## config.mk

```make
export PLATFORM = sky130hd
export DESIGN_NAME = pmeic_ctrl
export DESIGN_NICKNAME = d
export VERILOG_FILES = /design/src/logic/pmeic_pkg.sv /design/src/logic/pmeic_sync.sv /design/src/logic/pmeic_ctrl.sv
export SDC_FILE = /design/constraint.sdc
export NUM_CORES = 1
export LEC_CHECK = 0
export BUFFER_PORTS_ARGS = -buffer_cell sky130_fd_sc_hd__buf_2
export CAP_MARGIN = 20
export CORE_MARGIN = 4
export CORE_UTILIZATION = 37
export DETAILED_ROUTE_END_ITERATION = 8
export GPL_ROUTABILITY_DRIVEN = 0
export HOLD_SLACK_MARGIN = 0.05
export PLACE_DENSITY = 0.61
export SLEW_MARGIN = 30
export SYNTH_ARGS = -nofsm -noshare
export SYNTH_HDL_FRONTEND = slang
export SYNTH_SLANG_ARGS = --single-unit
```

## constraint.sdc

```tcl
create_clock -name i_clk -period 5.6 [get_ports i_clk]
set_input_delay 0.28 -clock i_clk [delete_from_list [all_inputs] [get_ports i_clk]]
set_output_delay 0.28 -clock i_clk [all_outputs]
set_load 0.05 [all_outputs]
```

## src/logic/pmeic_pkg.sv

```systemverilog
// Package: register map, field layout, reset values and timing for power and ext irq control
package pmeic_pkg;

  // ==========================================================================
  // Register indices (byte address is four times the index)
  localparam logic [7:0] IDX_PIN_CFG = 8'hE4;
  localparam logic [7:0] IDX_PRIO = 8'hF6;
  localparam logic [7:0] IDX_PWR = 8'h87;
  localparam logic [7:0] IDX_STAT = 8'h8E;
  localparam logic [7:0] IDX_AUX = 8'h8F;

  // ==========================================================================
  // Field positions
  localparam int unsigned PWR_IDLE_BIT = 0;
  localparam int unsigned PWR_STOP_BIT = 1;
  localparam int unsigned PWR_SUSP_BIT = 2;
  localparam int unsigned AUX_WDT_EN_BIT = 0;
  localparam int unsigned AUX_MCD_EN_BIT = 1;
  localparam int unsigned AUX_ZTC_EN_BIT = 2;

  // ==========================================================================
  // Reset values
  localparam logic [7:0] RST_PIN_CFG = 8'h01;
  localparam logic [7:0] RST_PRIO = 8'h00;
  localparam logic [2:0] RST_PWR = 3'h0;
  localparam logic [2:0] RST_AUX = 3'h0;
  localparam logic [15:0] RESET_VECTOR = 16'h0000;

  // ==========================================================================
  // Timing
  localparam int unsigned CLK_MHZ = 250;
  localparam int unsigned MCD_TIMEOUT_US = 100;
  localparam int unsigned MCD_CYCLES = MCD_TIMEOUT_US * CLK_MHZ;
  localparam int unsigned WDT_CYCLES = 16384;

  // ==========================================================================
  // Types
  typedef struct packed {
    logic pol1;
    logic [2:0] sel1;
    logic pol0;
    logic [2:0] sel0;
  } pmeic_pin_cfg_t;

  typedef enum logic [3:0] {
    PM_RUN = 4'b0001,
    PM_IDLE = 4'b0010,
    PM_STOP = 4'b0100,
    PM_SUSP = 4'b1000
  } pmeic_state_t;

  typedef struct packed {
    logic cpu_run;
    logic periph_run;
    logic int_osc_en;
  } pmeic_clk_ctl_t;

endpackage

```

## src/logic/pmeic_sync.sv

```systemverilog
// Two-flop synchroniser for a vector of pin levels
`timescale 1ns/10ps
module pmeic_sync #(
  parameter int unsigned WIDTH = 8
) (
  input wire logic i_clk,
  input wire logic i_rst_n,
  input wire logic [WIDTH-1:0] i_async,
  output logic [WIDTH-1:0] o_sync
);

  // ==========================================================================
  // Stages
  logic [WIDTH-1:0] meta;

  // The first stage feeds only the second one
  always_ff @(posedge i_clk) begin
    if (!i_rst_n) begin
      meta <= '0;
      o_sync <= '0;
    end else begin
      meta <= i_async;
      o_sync <= meta;
    end
  end

endmodule // pmeic_sync

```

## src/logic/pmeic_ctrl.sv

```systemverilog
// Power mode control, interrupt priority and external interrupt pin selection
// Operation
// - Idle entered only after the instruction that set the idle bit completes.
// - Idle keeps registers and memory intact; peripherals keep running.
// - Idle ends on enabled interrupt or reset; interrupt clears idle bit, CPU resumes.
// - Pending interrupt serviced first, then execution continues after idle instruction.
// - Reset ending idle runs normal reset sequence, fetch starts at address zero.
// - Enabled watchdog timeout during idle issues internal reset ending idle.
// - Stop bit halts internal oscillator, CPU and digital peripherals after instruction.
// - Stop exits only through reset, then fetch starts at address zero.
// - Enabled missing clock detector issues internal reset ending stop after timeout.
// - Suspend halts internal oscillator until wake; zero tempco enable set first.
// - Priority register holds one bit per source; one means high priority.
// - Polarity bits 7 and 3 select active high when one, active low when zero.
// - Three-bit pin select fields choose port-0 pins zero through seven.
// - External interrupt samples its pin independent of the crossbar, undisturbed.
`timescale 1ns/10ps
module pmeic_ctrl #(
  parameter int unsigned ADDR_W = 12,
  parameter int unsigned WDT_CYCLES = pmeic_pkg::WDT_CYCLES,
  parameter int unsigned MCD_CYCLES = pmeic_pkg::MCD_CYCLES
) (
  input wire logic i_clk,
  input wire logic i_rst_n,
  input wire logic i_psel,
  input wire logic i_penable,
  input wire logic i_pwrite,
  input wire logic [ADDR_W-1:0] i_paddr,
  input wire logic [31:0] i_pwdata,
  output logic [31:0] o_prdata,
  output logic o_pready,
  output logic o_pslverr,
  input wire logic i_instr_done,
  input wire logic [7:0] i_irq_req,
  input wire logic [7:0] i_irq_enable,
  input wire logic [7:0] i_port0_pins,
  output logic o_ext_irq0,
  output logic o_ext_irq1,
  output logic [7:0] o_irq_prio,
  output logic o_cpu_run,
  output logic o_periph_run,
  output logic o_int_osc_en,
  output logic o_wake_irq,
  output logic o_int_reset,
  output logic [15:0] o_boot_addr
);

  // ==========================================================================
  // Declarations
  pmeic_pkg::pmeic_state_t state, next_state;
  pmeic_pkg::pmeic_pin_cfg_t pin_cfg;
  pmeic_pkg::pmeic_clk_ctl_t clk_ctl;
  logic [2:0] pwr, aux;
  logic [7:0] port0_sync;
  logic [31:0] wdt_cnt, mcd_cnt;
  logic setup_phase, access_wr, mapped;
  logic irq_hit, ext_hit, wdt_fire, mcd_fire, reset_fire;
  logic hit_pin_cfg, hit_prio, hit_pwr, hit_stat, hit_aux;

  // ==========================================================================
  // Address decode
  function automatic logic addr_is(input logic [ADDR_W-1:0] addr, input logic [7:0] idx);
    addr_is = (addr == ADDR_W'({idx, 2'b00}));
  endfunction

  always_comb begin
    hit_pin_cfg = 1'b0;
    hit_prio = 1'b0;
    hit_pwr = 1'b0;
    hit_stat = 1'b0;
    hit_aux = 1'b0;
    if (addr_is(i_paddr, pmeic_pkg::IDX_PIN_CFG)) begin
      hit_pin_cfg = 1'b1;
    end else if (addr_is(i_paddr, pmeic_pkg::IDX_PRIO)) begin
      hit_prio = 1'b1;
    end else if (addr_is(i_paddr, pmeic_pkg::IDX_PWR)) begin
      hit_pwr = 1'b1;
    end else if (addr_is(i_paddr, pmeic_pkg::IDX_STAT)) begin
      hit_stat = 1'b1;
    end else if (addr_is(i_paddr, pmeic_pkg::IDX_AUX)) begin
      hit_aux = 1'b1;
    end
  end

  assign mapped = hit_pin_cfg | hit_prio | hit_pwr | hit_stat | hit_aux;
  assign setup_phase = i_psel & ~i_penable;
  assign access_wr = i_psel & i_penable & i_pwrite & mapped;

  // Zero wait states: read data is captured in the setup cycle
  assign o_pready = 1'b1;
  assign o_pslverr = i_psel & i_penable & ~mapped;

  // ==========================================================================
  // Read data
  always_ff @(posedge i_clk) begin
    if (!i_rst_n) begin
      o_prdata <= 32'h0000_0000;
    end else if (setup_phase && !i_pwrite) begin
      if (hit_pin_cfg) begin
        o_prdata <= {24'h00_0000, pin_cfg};
      end else if (hit_prio) begin
        o_prdata <= {24'h00_0000, o_irq_prio};
      end else if (hit_pwr) begin
        o_prdata <= {29'h0000_0000, pwr};
      end else if (hit_stat) begin
        o_prdata <= {26'h000_0000, o_ext_irq1, o_ext_irq0, state};
      end else if (hit_aux) begin
        o_prdata <= {29'h0000_0000, aux};
      end else begin
        o_prdata <= 32'h0000_0000;
      end
    end
  end

  // ==========================================================================
  // Configuration registers
  always_ff @(posedge i_clk) begin
    if (!i_rst_n) begin
      o_irq_prio <= pmeic_pkg::RST_PRIO;
    end else if (access_wr && hit_prio) begin
      o_irq_prio <= i_pwdata[7:0];
    end
  end

  always_ff @(posedge i_clk) begin
    if (!i_rst_n) begin
      pin_cfg <= pmeic_pkg::RST_PIN_CFG;
    end else if (access_wr && hit_pin_cfg) begin
      pin_cfg <= i_pwdata[7:0];
    end
  end

  always_ff @(posedge i_clk) begin
    if (!i_rst_n || reset_fire) begin
      aux <= pmeic_pkg::RST_AUX;
    end else if (access_wr && hit_aux) begin
      aux <= i_pwdata[2:0];
    end
  end

  // Mode bits: idle and suspend cleared by wake, all by internal reset; software writes them only in run
  always_ff @(posedge i_clk) begin
    if (!i_rst_n || reset_fire) begin
      pwr <= pmeic_pkg::RST_PWR;
    end else if ((state == pmeic_pkg::PM_IDLE) && irq_hit) begin
      pwr[pmeic_pkg::PWR_IDLE_BIT] <= 1'b0;
    end else if ((state == pmeic_pkg::PM_SUSP) && (irq_hit || ext_hit)) begin
      pwr[pmeic_pkg::PWR_SUSP_BIT] <= 1'b0;
    end else if (access_wr && hit_pwr && (state == pmeic_pkg::PM_RUN)) begin
      pwr[pmeic_pkg::PWR_IDLE_BIT] <= i_pwdata[pmeic_pkg::PWR_IDLE_BIT];
      pwr[pmeic_pkg::PWR_STOP_BIT] <= i_pwdata[pmeic_pkg::PWR_STOP_BIT];
      // Suspend without the zero tempco enable would wake with a drifted
      // reference, so the request is dropped
      pwr[pmeic_pkg::PWR_SUSP_BIT] <= i_pwdata[pmeic_pkg::PWR_SUSP_BIT]
        & aux[pmeic_pkg::AUX_ZTC_EN_BIT];
    end
  end

  // ==========================================================================
  // External interrupt pins
  // Pins are only observed, never driven, so crossbar routing is untouched
  pmeic_sync #(
    .WIDTH(8)
  ) u_port0_sync (
    .i_clk(i_clk),
    .i_rst_n(i_rst_n),
    .i_async(i_port0_pins),
    .o_sync(port0_sync)
  );

  always_ff @(posedge i_clk) begin
    if (!i_rst_n) begin
      o_ext_irq0 <= 1'b0;
      o_ext_irq1 <= 1'b0;
    end else begin
      o_ext_irq0 <= port0_sync[pin_cfg.sel0] ^ ~pin_cfg.pol0;
      o_ext_irq1 <= port0_sync[pin_cfg.sel1] ^ ~pin_cfg.pol1;
    end
  end

  assign irq_hit = |(i_irq_req & i_irq_enable);
  assign ext_hit = o_ext_irq0 | o_ext_irq1;

  // ==========================================================================
  // Timeout counters
  // Watchdog only runs its idle timeout here; the core services it while awake
  always_ff @(posedge i_clk) begin
    if (!i_rst_n || (state != pmeic_pkg::PM_IDLE) || !aux[pmeic_pkg::AUX_WDT_EN_BIT]) begin
      wdt_cnt <= 32'h0000_0000;
    end else if (!wdt_fire) begin
      wdt_cnt <= wdt_cnt + 32'h0000_0001;
    end
  end

  always_ff @(posedge i_clk) begin
    if (!i_rst_n || (state != pmeic_pkg::PM_STOP) || !aux[pmeic_pkg::AUX_MCD_EN_BIT]) begin
      mcd_cnt <= 32'h0000_0000;
    end else if (!mcd_fire) begin
      mcd_cnt <= mcd_cnt + 32'h0000_0001;
    end
  end

  assign wdt_fire = (state == pmeic_pkg::PM_IDLE) && aux[pmeic_pkg::AUX_WDT_EN_BIT]
    && (wdt_cnt == 32'(WDT_CYCLES - 1));
  assign mcd_fire = (state == pmeic_pkg::PM_STOP) && aux[pmeic_pkg::AUX_MCD_EN_BIT]
    && (mcd_cnt == 32'(MCD_CYCLES - 1));
  assign reset_fire = wdt_fire | mcd_fire;

  // ==========================================================================
  // Power mode state machine
  always_comb begin
    next_state = state;
    case (state)
      pmeic_pkg::PM_RUN: begin
        // Entry waits for the setting instruction to complete
        if (i_instr_done && pwr[pmeic_pkg::PWR_STOP_BIT]) begin
          next_state = pmeic_pkg::PM_STOP;
        end else if (i_instr_done && pwr[pmeic_pkg::PWR_IDLE_BIT]) begin
          next_state = pmeic_pkg::PM_IDLE;
        end else if (i_instr_done && pwr[pmeic_pkg::PWR_SUSP_BIT]) begin
          next_state = pmeic_pkg::PM_SUSP;
        end
      end
      pmeic_pkg::PM_IDLE: begin
        if (reset_fire || irq_hit) begin
          next_state = pmeic_pkg::PM_RUN;
        end
      end
      pmeic_pkg::PM_STOP: begin
        if (reset_fire) begin
          next_state = pmeic_pkg::PM_RUN;
        end
      end
      pmeic_pkg::PM_SUSP: begin
        if (irq_hit || ext_hit) begin
          next_state = pmeic_pkg::PM_RUN;
        end
      end
      default: begin
        next_state = pmeic_pkg::PM_RUN;
      end
    endcase
  end

  always_ff @(posedge i_clk) begin
    if (!i_rst_n) begin
      state <= pmeic_pkg::PM_RUN;
    end else begin
      state <= next_state;
    end
  end

  // ==========================================================================
  // Clock gating outputs
  always_comb begin
    clk_ctl = '{cpu_run: 1'b1, periph_run: 1'b1, int_osc_en: 1'b1};
    case (next_state)
      pmeic_pkg::PM_IDLE: begin
        clk_ctl.cpu_run = 1'b0;
      end
      pmeic_pkg::PM_STOP: begin
        clk_ctl = '{cpu_run: 1'b0, periph_run: 1'b0, int_osc_en: 1'b0};
      end
      pmeic_pkg::PM_SUSP: begin
        clk_ctl = '{cpu_run: 1'b0, periph_run: 1'b0, int_osc_en: 1'b0};
      end
      default: begin
        clk_ctl = '{cpu_run: 1'b1, periph_run: 1'b1, int_osc_en: 1'b1};
      end
    endcase
  end

  always_ff @(posedge i_clk) begin
    if (!i_rst_n) begin
      o_cpu_run <= 1'b1;
      o_periph_run <= 1'b1;
      o_int_osc_en <= 1'b1;
    end else begin
      o_cpu_run <= clk_ctl.cpu_run;
      o_periph_run <= clk_ctl.periph_run;
      o_int_osc_en <= clk_ctl.int_osc_en;
    end
  end

  // ==========================================================================
  // Wake and reset events
  // The core keeps its PC, so after the handler returns it resumes past the halt
  always_ff @(posedge i_clk) begin
    if (!i_rst_n) begin
      o_wake_irq <= 1'b0;
    end else begin
      o_wake_irq <= (state == pmeic_pkg::PM_IDLE) && irq_hit && !reset_fire;
    end
  end

  always_ff @(posedge i_clk) begin
    if (!i_rst_n) begin
      o_int_reset <= 1'b0;
      o_boot_addr <= pmeic_pkg::RESET_VECTOR;
    end else begin
      o_int_reset <= reset_fire;
      o_boot_addr <= pmeic_pkg::RESET_VECTOR;
    end
  end
endmodule // pmeic_ctrl

```

==> impl_summary.md, run 1 <==
Setup path
By startpoint and endpoint, the worst setup path is classified as flop to flop. The type of destination of the critical path is a flop. The critical path launch point type is a flop. STA puts the critical path data arrival time at 2.91 ns. In this run the register-to-register setup slack is 3.05 ns. The maximum fanout along the worst path is 9. The critical path goes through ha_1, nand2_1, or3_1, or4_1, or4_1, a21oi_1.

The largest individual stage delay along the critical path comes from the cell or4_1. Among the stages of the critical path, the cell type that occurs most often is or4_1. For this run, the slowest stage of the critical path takes 0.68 ns. The required time of the worst setup path is 5.95 ns.

Floorplan
The standard cell core area is 15300 um^2. The floorplan has 45 rows. The width of the die is 133 um. In this run the count of I/O pins placed on the die edge is 139. Measured along the y axis, the die boundary spans 133 um. The initial core utilization is 38.0%.

The full die area is 17800 um^2.

Drt
The post-route DRC violation count is 0. In the routed layout, each cell is associated on average with a via count of 5.20. The total length of routed wires is 13400 um. Detailed routing inserted a total of 4937 vias. Once detail routing completed, the nets flagged for antenna violations numbered 0. Dividing the detail-routed wire length by the instance count gives 14.1 um. The pre-antenna-repair detailed-routing pass consisted of 4 iterations.

The detailed router finished its first iteration with 326 violations.

Job
Max-cap violations in this run came to 0.

Yosys
Synthesis instantiated 58 different standard cells from the library. Each instance of the synthesized netlist takes up on average 8.81 um^2. Yosys printed 0 warnings. The cell type with the highest aggregate area in the netlist is dfxtp_1.

After synthesis, the share of flip-flops with an asynchronous set or reset is 0%. Sorting the synthesized cells by area gives the leading types as dfxtp_1, buf_4, nor2_1, mux2i_1, xnor2_1. The most used flip-flop cell after synthesis is dfxtp_1. For this run, the register share of the synthesized area comes to 41.3%.

The flip-flop and latch count after synthesis is 120. The post-synth design cell area is 5820 um^2. Summed over its instances, the top area cell type makes up 41.3% of the synthesized netlist area. Counting every instance in the synthesized netlist gives 660. Among all cell types in the netlist, the one instantiated most often is dfxtp_1.

The number of synthesized flops with an enable pin is 0. Sorting the synthesized cells by how often they occur yields dfxtp_1, nor2_1, buf_4.

Pwr
For this design the ratio of total power to cell area is 314 nW/um^2. The maximum resistive drop on vdd is 0.000202 V. In this run the static leakage power is 2.46 nW.

STA
Timing would allow up to 0.392 GHz. In the final timing run, aggregate negative setup slack is 0 ns. Setup repair after global routing left no endpoint under its margin. The clock tree skew after final layout is 0.0180 ns. Setup violations remaining at the end of the flow were counted as 0. The final critical path time including I/O delays and setup is 2.55 ns. The actual transition at the worst max-transition pin is 0.804 ns. The number of slew-limit violations in the final report came to 0. Headroom to the max-slew limit came out at 46.0%.

The final period utilization is 45.6%. The hold violation total from the final report came to 0.

Global route
The met1 demand-to-capacity share in global routing is 18.1%. For this run, the total global-route usage over all layers was measured as 15.1%. The met2 track demand over resource is 24.4%. The number of global-route vias before repair is 4639.

Entering global routing, the biggest net connects 33 pins. The initial antenna violation count came to 0. The first global-routing pass estimated 21900 um of wire. After global routing the overflow that remains totals 0. For this run, global-route usage on met3 was measured as 4.27%. The busiest layer in global routing is met2.

Cells and area
The proportion of layout cells with a drive suffix above 1 is 17.3%. The area growth from synthesis to layout is 17.7%. The area of all placed cells without fillers is 6850 um^2. The fill cell instance count of the final layout is 1511.

The final antenna diode count is 0. The non-filler instance count after layout is 950. The post-layout net count is 802.

Clocking
The clock-pin slew on the worst setup and hold paths is 0.05 ns. The post-CTS resize count is 0. No sink is reached through more buffers than the 2 on the longest clock path.

The TritonCTS clock tree is yes. The clock tree root buffer cell is clkbuf_16. The number of levels in the clock H-tree is 4. The later pin in the worst-skew pair is clocked with a latency of 0.43 ns. The number of setup buffers added after CTS is 0. Counting the buffers created by CTS gives 17. The count of clock tree sinks is 120.

Worst hold path
The min-delay analysis places its worst path in the category input port to flop.

Run status
The flow ran to the end, and the final reports show no timing, DRC or antenna violations.

Placed design
The number of I/O port buffers is 73. The number of placed instances with taps included is 916. The detailed placement HPWL is 9260 um. The placed cell area is 6190 um^2.
[placed cells by master, fill, tap and decap left out, types with 4 or more instances in the layout]
cell type,instances
conb_1,41
inv_1,13
mux4_2,4
and3_1,7
nand4_1,19
nor3_1,21
dfxtp_1,120
clkbuf_8,6
xor2_1,16
clkbuf_16,17
a21oi_1,32
nand2_1,32
o211ai_1,5
nor4_1,19
or4_1,14
a22oi_1,5
nand3_1,29
a221oi_1,5
nor2_1,74
o31ai_1,11
and4_1,7
or3_1,14
mux2i_1,24
xnor2_1,23
buf_2,73
and2_1,21
o21ai_0,21
[power by group]
part / total, W / switching [W] / leakage [nW] / internal, W
clock network: 0.00115 / 0.000381 / 0.309 / 0.000768
logic: 0.000131 / 0.000103 / 1.18 / 0.0000284
registers: 0.000868 / 0.00000436 / 0.971 / 0.000864
total: 0.00215 / 0.000489 / 2.46 / 0.00166
[through the flow]
| stage | hold slack, ns | setup WS [ns] | utilization (%) | power, W |
|---|---|---|---|---|
| final | 0.0593 | 3.05 | 44.7 | 0.00215 |
| after floorplan | 0.407 | 3.31 | - | 0.00101 |
| after global routing | 0.0558 | 2.92 | 44.7 | 0.00221 |
| after global placement | 0.416 | 2.84 | 40.4 | 0.00101 |
| after detailed placement | 0.420 | 2.92 | 40.4 | 0.00102 |
| after CTS | 0.0504 | 3.03 | 44.7 | 0.00217 |
[routing by layer]
layer | share of wire (%) | vias to the layer above | routed length [um]
met5 | 0 | - | 0
met4 | 1.9 | 0 | 253
met3 | 5.8 | 24 | 772
met2 | 48 | 154 | 6360
met1 | 45 | 2328 | 5970
li1 | - | 2431 | -
[sequential cells by signal, summed over array words and instances, names as in the netlist]
| signal | cells |
|---|---|
| o_cpu_run | 1 |
| pwr | 3 |
| pin_cfg | 8 |
| mcd_cnt | 32 |
| o_wake_irq | 1 |
| state | 4 |
| aux | 3 |
| o_ext_irq0 | 1 |
| o_ext_irq1 | 1 |
| o_prdata | 8 |
| u_port0_sync.meta | 8 |
| u_port0_sync.o_sync | 8 |
| o_int_reset | 1 |
| o_periph_run | 1 |
| wdt_cnt | 32 |
| o_irq_prio | 8 |
[timing repair]
action,CTS,global route
hold endpoints to repair,2,0
setup endpoints to repair,0,0
hold buffers,2,0
[area by class of cell]
| class | instances | area (um^2) | share of cell area [%] |
|---|---|---|---|
| clock buffer | 25 | 515 | 7.53 |
| clock inverter | 7 | 113 | 1.64 |
| inverter | 14 | 52.6 | 0.768 |
| multi-input combinational | 495 | 3090 | 45.2 |
| sequential | 120 | 2400 | 35.1 |
| tap | 211 | 264 | 3.86 |
| timing repair buffer | 78 | 408 | 5.96 |
[worst max-delay path, delay by kind of cell, from the launching register on]
family                     cells  cell delay (ns)
adders and majority gates      1             0.23
DFF                            1             0.37
and+or+nand+nor                4             1.73
AOI/OAI and AO/OA              1             0.16
[cells by family (layout without fill, tap and decap cells)]
family                     count (synthesis)  count (layout)  share of synthesized area, %
muxes                                     31              31                          6.26
AOI/OAI and AO/OA                         95              95                          10.3
and+or+nand+nor                          287             287                          27.4
xor gates and xnor gates                  39              39                          5.87
buffers and inverters                     84             124                          8.24
other                                      2              41                         0.129
adders and majority gates                  2               2                         0.430
DFF                                      120             120                          41.3
[path summary, 6_finish.rpt]
check / from / end / cells after the start
worst max-delay path: mcd_cnt[0] / mcd_cnt[28] / 6
worst min-delay path: i_port0_pins[7] / u_port0_sync.meta[7] / 2
worst max register to register: mcd_cnt[0] / mcd_cnt[28] / 6
worst min register to register: u_port0_sync.meta[2] / u_port0_sync.o_sync[2] / 1
No activity file was read; power rests on OpenSTA's default activity.
==> inputs of run 2 (changes only) <==
clock period = 2.6 ns   (was 5.6 ns; I/O delays follow)
==> impl_summary.md, run 2 (same netlist as run 1, synthesis figures left out) <==
Drt
The number of design-rule violations left by the first detailed-router iteration is 327 (+0.31%). The post-route DRC violation count is 0 (unchanged). The per-cell routed wire length is 13.7 um (-2.7%). The via count of the routed design is 4966 (+0.59%). The number of nets with antenna violations after detailed routing is 0 (unchanged). The first-pass detailed-route iteration total came to 7 (+3). The total length of routed wires is 13300 um (-0.13%). The post-detailed-route via-to-cell ratio is 5.09 (-2.0%).

Global route
The global-route wire length before repair came to 22700 um (+3.8%). The largest net degree at the start of global routing was 32 (-3.0%). The number of global-route vias before repair is 4833 (+4.2%). The residual overflow from global routing came to 0 (unchanged).

The initial antenna violation count was 0 (unchanged). The global-route usage over all layers is 15.5% (+0.49 points).

Setup path
The path type of the worst setup path is flop to flop. The required time of the worst setup path is 2.94 ns (-3.01 ns). The standard cell with the maximum stage delay on the critical path is or4_1.

The largest stage delay on the critical path is 0.64 ns (-0.04 ns). STA classifies the critical path startpoint as a flop. The maximum fanout along the worst path is 9 (unchanged). STA classifies the critical path endpoint as a flop. The critical path goes through ha_1, nand2_1, or3_1, or4_1, or4_1, a21oi_1. Among the stages of the critical path, the cell type that occurs most often is or4_1. The arrival time at the worst endpoint is 2.75 ns (-0.16 ns).

STA
Setup repair after global routing left no endpoint under its margin. The final setup violation count is 0 (unchanged). The peak clock frequency supported by timing is 0.416 GHz (+6.1%). The final period utilization is 92.5% (+47 points).

The number of slew-limit violations in the final report came to 0 (unchanged). The hold violation total from the final report is 0 (unchanged). The worst slew margin relative to its limit is 54.3% (+8.3 points). The actual transition at the worst max-transition pin is 0.677 ns (-0.127 ns). The setup TNS came to 0 ns (unchanged). The clock tree skew after final layout is 0.00532 ns (-0.0127 ns). The final critical path time including I/O delays and setup was 2.41 ns (-0.147 ns).

Placed design
The number of I/O port buffers is 73 (unchanged). The number of placed instances with taps included is 927 (+1.2%). The detailed placement HPWL is 9570 um (+3.3%).

Pwr
The maximum resistive drop on vdd is 0.000611 V (+200%). The cell leakage power came to 2.58 nW (+4.8%). The overall power after layout was 0.00474 W (+120%).

The power per standard cell area is 668 nW/um^2 (+110%).

Clocking
The post-CTS resize count is 0 (unchanged). The maximum clock insertion buffer count was 2 (unchanged). The clock-pin slew on the worst setup and hold paths came to 0.05 ns (about the same). TritonCTS built the clock tree. The number of buffers created by CTS is 17 (unchanged). The clock latency reported for the late side of the worst-skew pair is 0.42 ns (about the same). The hold buffer count at cts is 16 (+14). The count of clock tree sinks came to 120 (unchanged). The number of setup buffers added after CTS was 0 (unchanged). The number of levels in the clock H-tree is 4 (unchanged). The clock tree root buffer cell is clkbuf_16.

Worst hold path
The class of the worst hold path is input port to flop.

Cells and area
The final antenna diode count is 0 (unchanged). The largest registers in the layout are mcd_cnt: 32 flops, wdt_cnt: 32 flops. The non-filler instance count after layout was 975 (+2.6%). Leaving out fill and tap cells, the most frequent cell in the layout is dfxtp_1. The proportion of layout cells with a drive suffix above 1 is 18.2% (+0.87 points). Leaving out fill and tap cells, the most frequent cells in the layout are dfxtp_1, nor2_1, buf_2.

The post-layout net count came to 827 (+3.1%). Relative to the synthesized area, the layout overhead comes to 21.9%. The utilization of the core after routing is 46.3% (+1.6 points).

Run status
The flow ran to the end, and the final reports show no timing, DRC or antenna violations.

Floorplan
The width of the die is 133 um (unchanged). The standard cell core area is 15300 um^2 (unchanged). The y dimension of the die is 133 um (unchanged). The top-level port count was 139 (unchanged). The number of core rows came to 45 (unchanged). The initial core utilization came to 38.0% (unchanged). The full die area is 17800 um^2 (unchanged).

Job
The max capacitance violation total is 0 (unchanged).
-- run 2: changes by cell type in the layout (fill, tap and decap cells not counted) --
cell	before	now
dlygate4sd3_1	2	16
buf_4	3	14
nand3_2	1	0
clkbuf_1	2	0
nor4_1	19	20
nand3_1	29	30
nor4_2	2	1
clkinvlp_4	1	3
clkinv_2	3	1
bufinv_16	3	4
clkbuf_8	6	5
clkinv_4	0	2
-- run 2: power by group --
part,switching (W),total (W),internal [W]
Clock,0.000837,0.00257,0.00173
Sequential,0.00000950,0.00187,0.00186
Combinational,0.000225,0.000301,0.0000759
Total,0.00107,0.00474,0.00367
-- run 2: critical path: cells and delay by family (launching register included) --
family,cells,cell delay (ns)
adder cells (fa/ha/maj),1,0.21
flip-flops,1,0.37
AO/OA/AOI/OAI,1,0.16
AND/OR/NAND/NOR,4,1.59
-- run 2: cell type report --
type                    instances  area, um^2
flip-flops and latches        120        2400
clock inverters                10         165
multi-input cells             495        3080
fillers                      1464        8230
clock buffers                  22         494
well taps                     211         264
repair buffers                103         631
inverters                      14        52.6
-- run 2: worst paths after layout --
path                              from                endpoint  slack, ns  cells after the start
hold reg to reg   u_port0_sync.meta[1]  u_port0_sync.o_sync[1]       0.43                      1
setup / recovery            mcd_cnt[0]             mcd_cnt[24]       0.19                      6
hold / removal                 i_rst_n              pin_cfg[0]       0.13                      2
setup reg to reg            mcd_cnt[0]             mcd_cnt[24]       0.19                      6
-- run 2: routing by layer --
metal / up-vias / global-route usage [%] / share of wire, %
met4: 0 / 7.43 / 1.9
met2: 133 / 25.5 / 48
met3: 24 / 4.95 / 5.6
met1: 2325 / 18.5 / 44
met5: - / 0 / 0
li1: 2484 / - / -
-- run 2: stage by stage --
stage          worst slack [ns]  instance area (um^2)  hold WS, ns
2_1_floorplan             0.309                  5960        0.257
3_3_place_gp              0.278                  6270        0.334
3_5_place_dp              0.242                  6270        0.339
4_1_cts                   0.208                  7090        0.106
5_1_grt                  0.0368                  7090        0.156
6_report                  0.194                  7090        0.125
==> inputs of run 3 (changes only) <==
PLACE_DENSITY = 0.67   (was 0.61)
==> impl_summary.md, run 3 (same netlist as run 1, synthesis figures left out) <==
Clocking
The maximum clock insertion buffer count is 2 (unchanged). The post-CTS resize count is 0 (unchanged). The number of buffers created by CTS came to 17 (unchanged).

The hold buffer count at cts is 16 (unchanged). The number of levels in the clock H-tree was 4 (unchanged). The count of clock tree sinks is 120 (unchanged). The number of setup buffers added after CTS came to 0 (unchanged). The TritonCTS clock tree is yes. The tree is rooted in a clkbuf_16. The clock-pin slew on the worst setup and hold paths is 0.06 ns (about the same). The clock latency reported for the late side of the worst-skew pair is 0.42 ns (about the same).

Global route
The number of global-route vias before repair is 4460 (-7.7%). The initial antenna violation count came to 1 (+1). The global-route wire length before repair came to 21400 um (-5.7%). The residual overflow from global routing is 0 (unchanged). The global-route usage over all layers is 14.6% (-0.91 points). The largest net degree at the start of global routing is 30 (-6.3%).

Floorplan
The initial core utilization is 38.0% (unchanged). The y dimension of the die is 133 um (unchanged). The standard cell core area came to 15300 um^2 (unchanged). The number of core rows is 45 (unchanged).

The top-level port count was 139 (unchanged). The width of the die was 133 um (unchanged). The full die area is 17800 um^2 (unchanged).

Placed design
The post-placement setup slack was 0.176 ns (-0.0667 ns). The number of placed instances with taps included is 931 (+0.43%). The number of I/O port buffers came to 73 (unchanged). The detailed placement HPWL is 9270 um (-3.1%).

Pwr
The power per standard cell area is 638 nW/um^2 (-4.6%). The maximum resistive drop on vdd is 0.000687 V (+12%). The cell leakage power is 2.57 nW (-0.36%).

Cells and area
The final antenna diode count is 0 (unchanged). The fill cell instance count of the final layout is 1526 (+4.2%). The post-layout net count came to 831 (+0.48%). The proportion of layout cells with a drive suffix above 1 is 18.6% (+0.43 points). The area growth from synthesis to layout is 21.2%. The non-filler instance count after layout came to 979 (+0.41%). The largest registers in the layout are mcd_cnt: 32 flops, wdt_cnt: 32 flops. The most common cell after layout, fill and taps aside is dfxtp_1. The top cell types in the final layout, fill and taps aside, are dfxtp_1, nor2_1, buf_2.

STA
The final period utilization is 94.5% (+2.0 points). The final critical path time including I/O delays and setup was 2.46 ns (+0.0509 ns). The worst slew margin relative to its limit is 48.9% (-5.3 points). The final setup violation count is 0 (unchanged).

The smallest setup slack after layout is 0.143 ns (-0.0509 ns). The actual transition at the worst max-transition pin came to 0.766 ns (+0.0882 ns). The hold violation total from the final report came to 0 (unchanged). Setup repair after global routing left no endpoint under its margin. The peak clock frequency supported by timing came to 0.407 GHz (-2.1%).

The number of slew-limit violations in the final report is 0 (unchanged). The clock tree skew after final layout was 0.00898 ns (+0.00366 ns). The setup TNS is 0 ns (unchanged).

Job
The max capacitance violation total is 0 (unchanged).

Drt
The post-detailed-route via-to-cell ratio is 4.99 (-2.0%). The number of design-rule violations left by the first detailed-router iteration is 241 (-26%). The first-pass detailed-route iteration total came to 4 (-3). The number of nets with antenna violations after detailed routing is 0 (unchanged). The post-route DRC violation count is 0 (unchanged). The via count of the routed design is 4888 (-1.6%). The per-cell routed wire length came to 13.1 um (-3.9%). The total length of routed wires came to 12900 um (-3.5%).

Run status
The run finished with clean final reports.

Setup path
The arrival time at the worst endpoint is 2.79 ns (+0.04 ns). The required time of the worst setup path is 2.93 ns (about the same). The setup path with the least slack is of type flop to flop. The worst-case reg-to-reg path depth is 6 (unchanged).

The critical path launch point type is a flop. The type of destination of the critical path is a flop. The maximum fanout along the worst path is 9 (unchanged).

Worst hold path
The class of the worst hold path is input port to flop. The hold-critical path depth is 2 (unchanged).
## run 3: cell types whose count changed in the layout (fill, tap and decap cells not counted)
| cell | change |
|---|---|
| clkinv_2 | -1 |
| clkinvlp_4 | -1 |
| inv_6 | +6 |
| buf_4 | +4 |
| clkinv_4 | -1 |
| bufinv_16 | -3 |
| inv_8 | +4 |
| clkbuf_8 | -4 |
## run 3: report_power, final
part | total (W) | internal [W] | switching, W
sequential | 0.00187 | 0.00186 | 0.00000805
combinational | 0.000301 | 0.0000760 | 0.000225
clock | 0.00233 | 0.00138 | 0.000944
total | 0.00450 | 0.00332 | 0.00118
## run 3: worst max-delay path, stage by stage, from the launching register on
cell	delay [ns]
dfxtp_1	0.37
ha_1	0.24
nand2_1	0.09
or3_1	0.41
or4_1	0.65
or4_1	0.45
a21oi_1	0.17
## run 3: routing by layer
layer  wire, um  up-vias  global-route usage (%)
li1           -     2487                       -
met2       6300       96                    24.0
met5         12        -                       0
met1       5840     2296                    18.4
met3        642        7                    4.61
met4         67        2                    4.63
## run 3: path summary, 6_finish.rpt
| kind | from | end | slack [ns] |
|---|---|---|---|
| worst min register to register | u_port0_sync.meta[0] | u_port0_sync.o_sync[0] | 0.43 |
| worst max-delay path | mcd_cnt[0] | mcd_cnt[26] | 0.14 |
| worst max register to register | mcd_cnt[0] | mcd_cnt[26] | 0.14 |
| worst min-delay path | i_rst_n | pin_cfg[0] | 0.11 |
## run 3: final cells by class
class	count	area (um^2)	area share, %
Sequential cell	120	2400	34.1
Timing Repair Buffer	107	661	9.37
Tap cell	211	264	3.74
Multi-Input combinational cell	495	3080	43.7
Clock buffer	18	439	6.23
Clock inverter	14	151	2.15
Inverter	14	52.6	0.745
## run 3: metrics by stage
step	power [W]	instance area, um^2	hold slack, ns	utilization (%)
after floorplan	0.00217	5960	0.257	-
after global placement	0.00219	6300	0.339	41.1
after detailed placement	0.00219	6300	0.338	41.1
after CTS	0.00456	7050	0.0898	46.0
after global routing	0.00466	7050	0.148	46.0
final	0.00450	7050	0.110	46.0
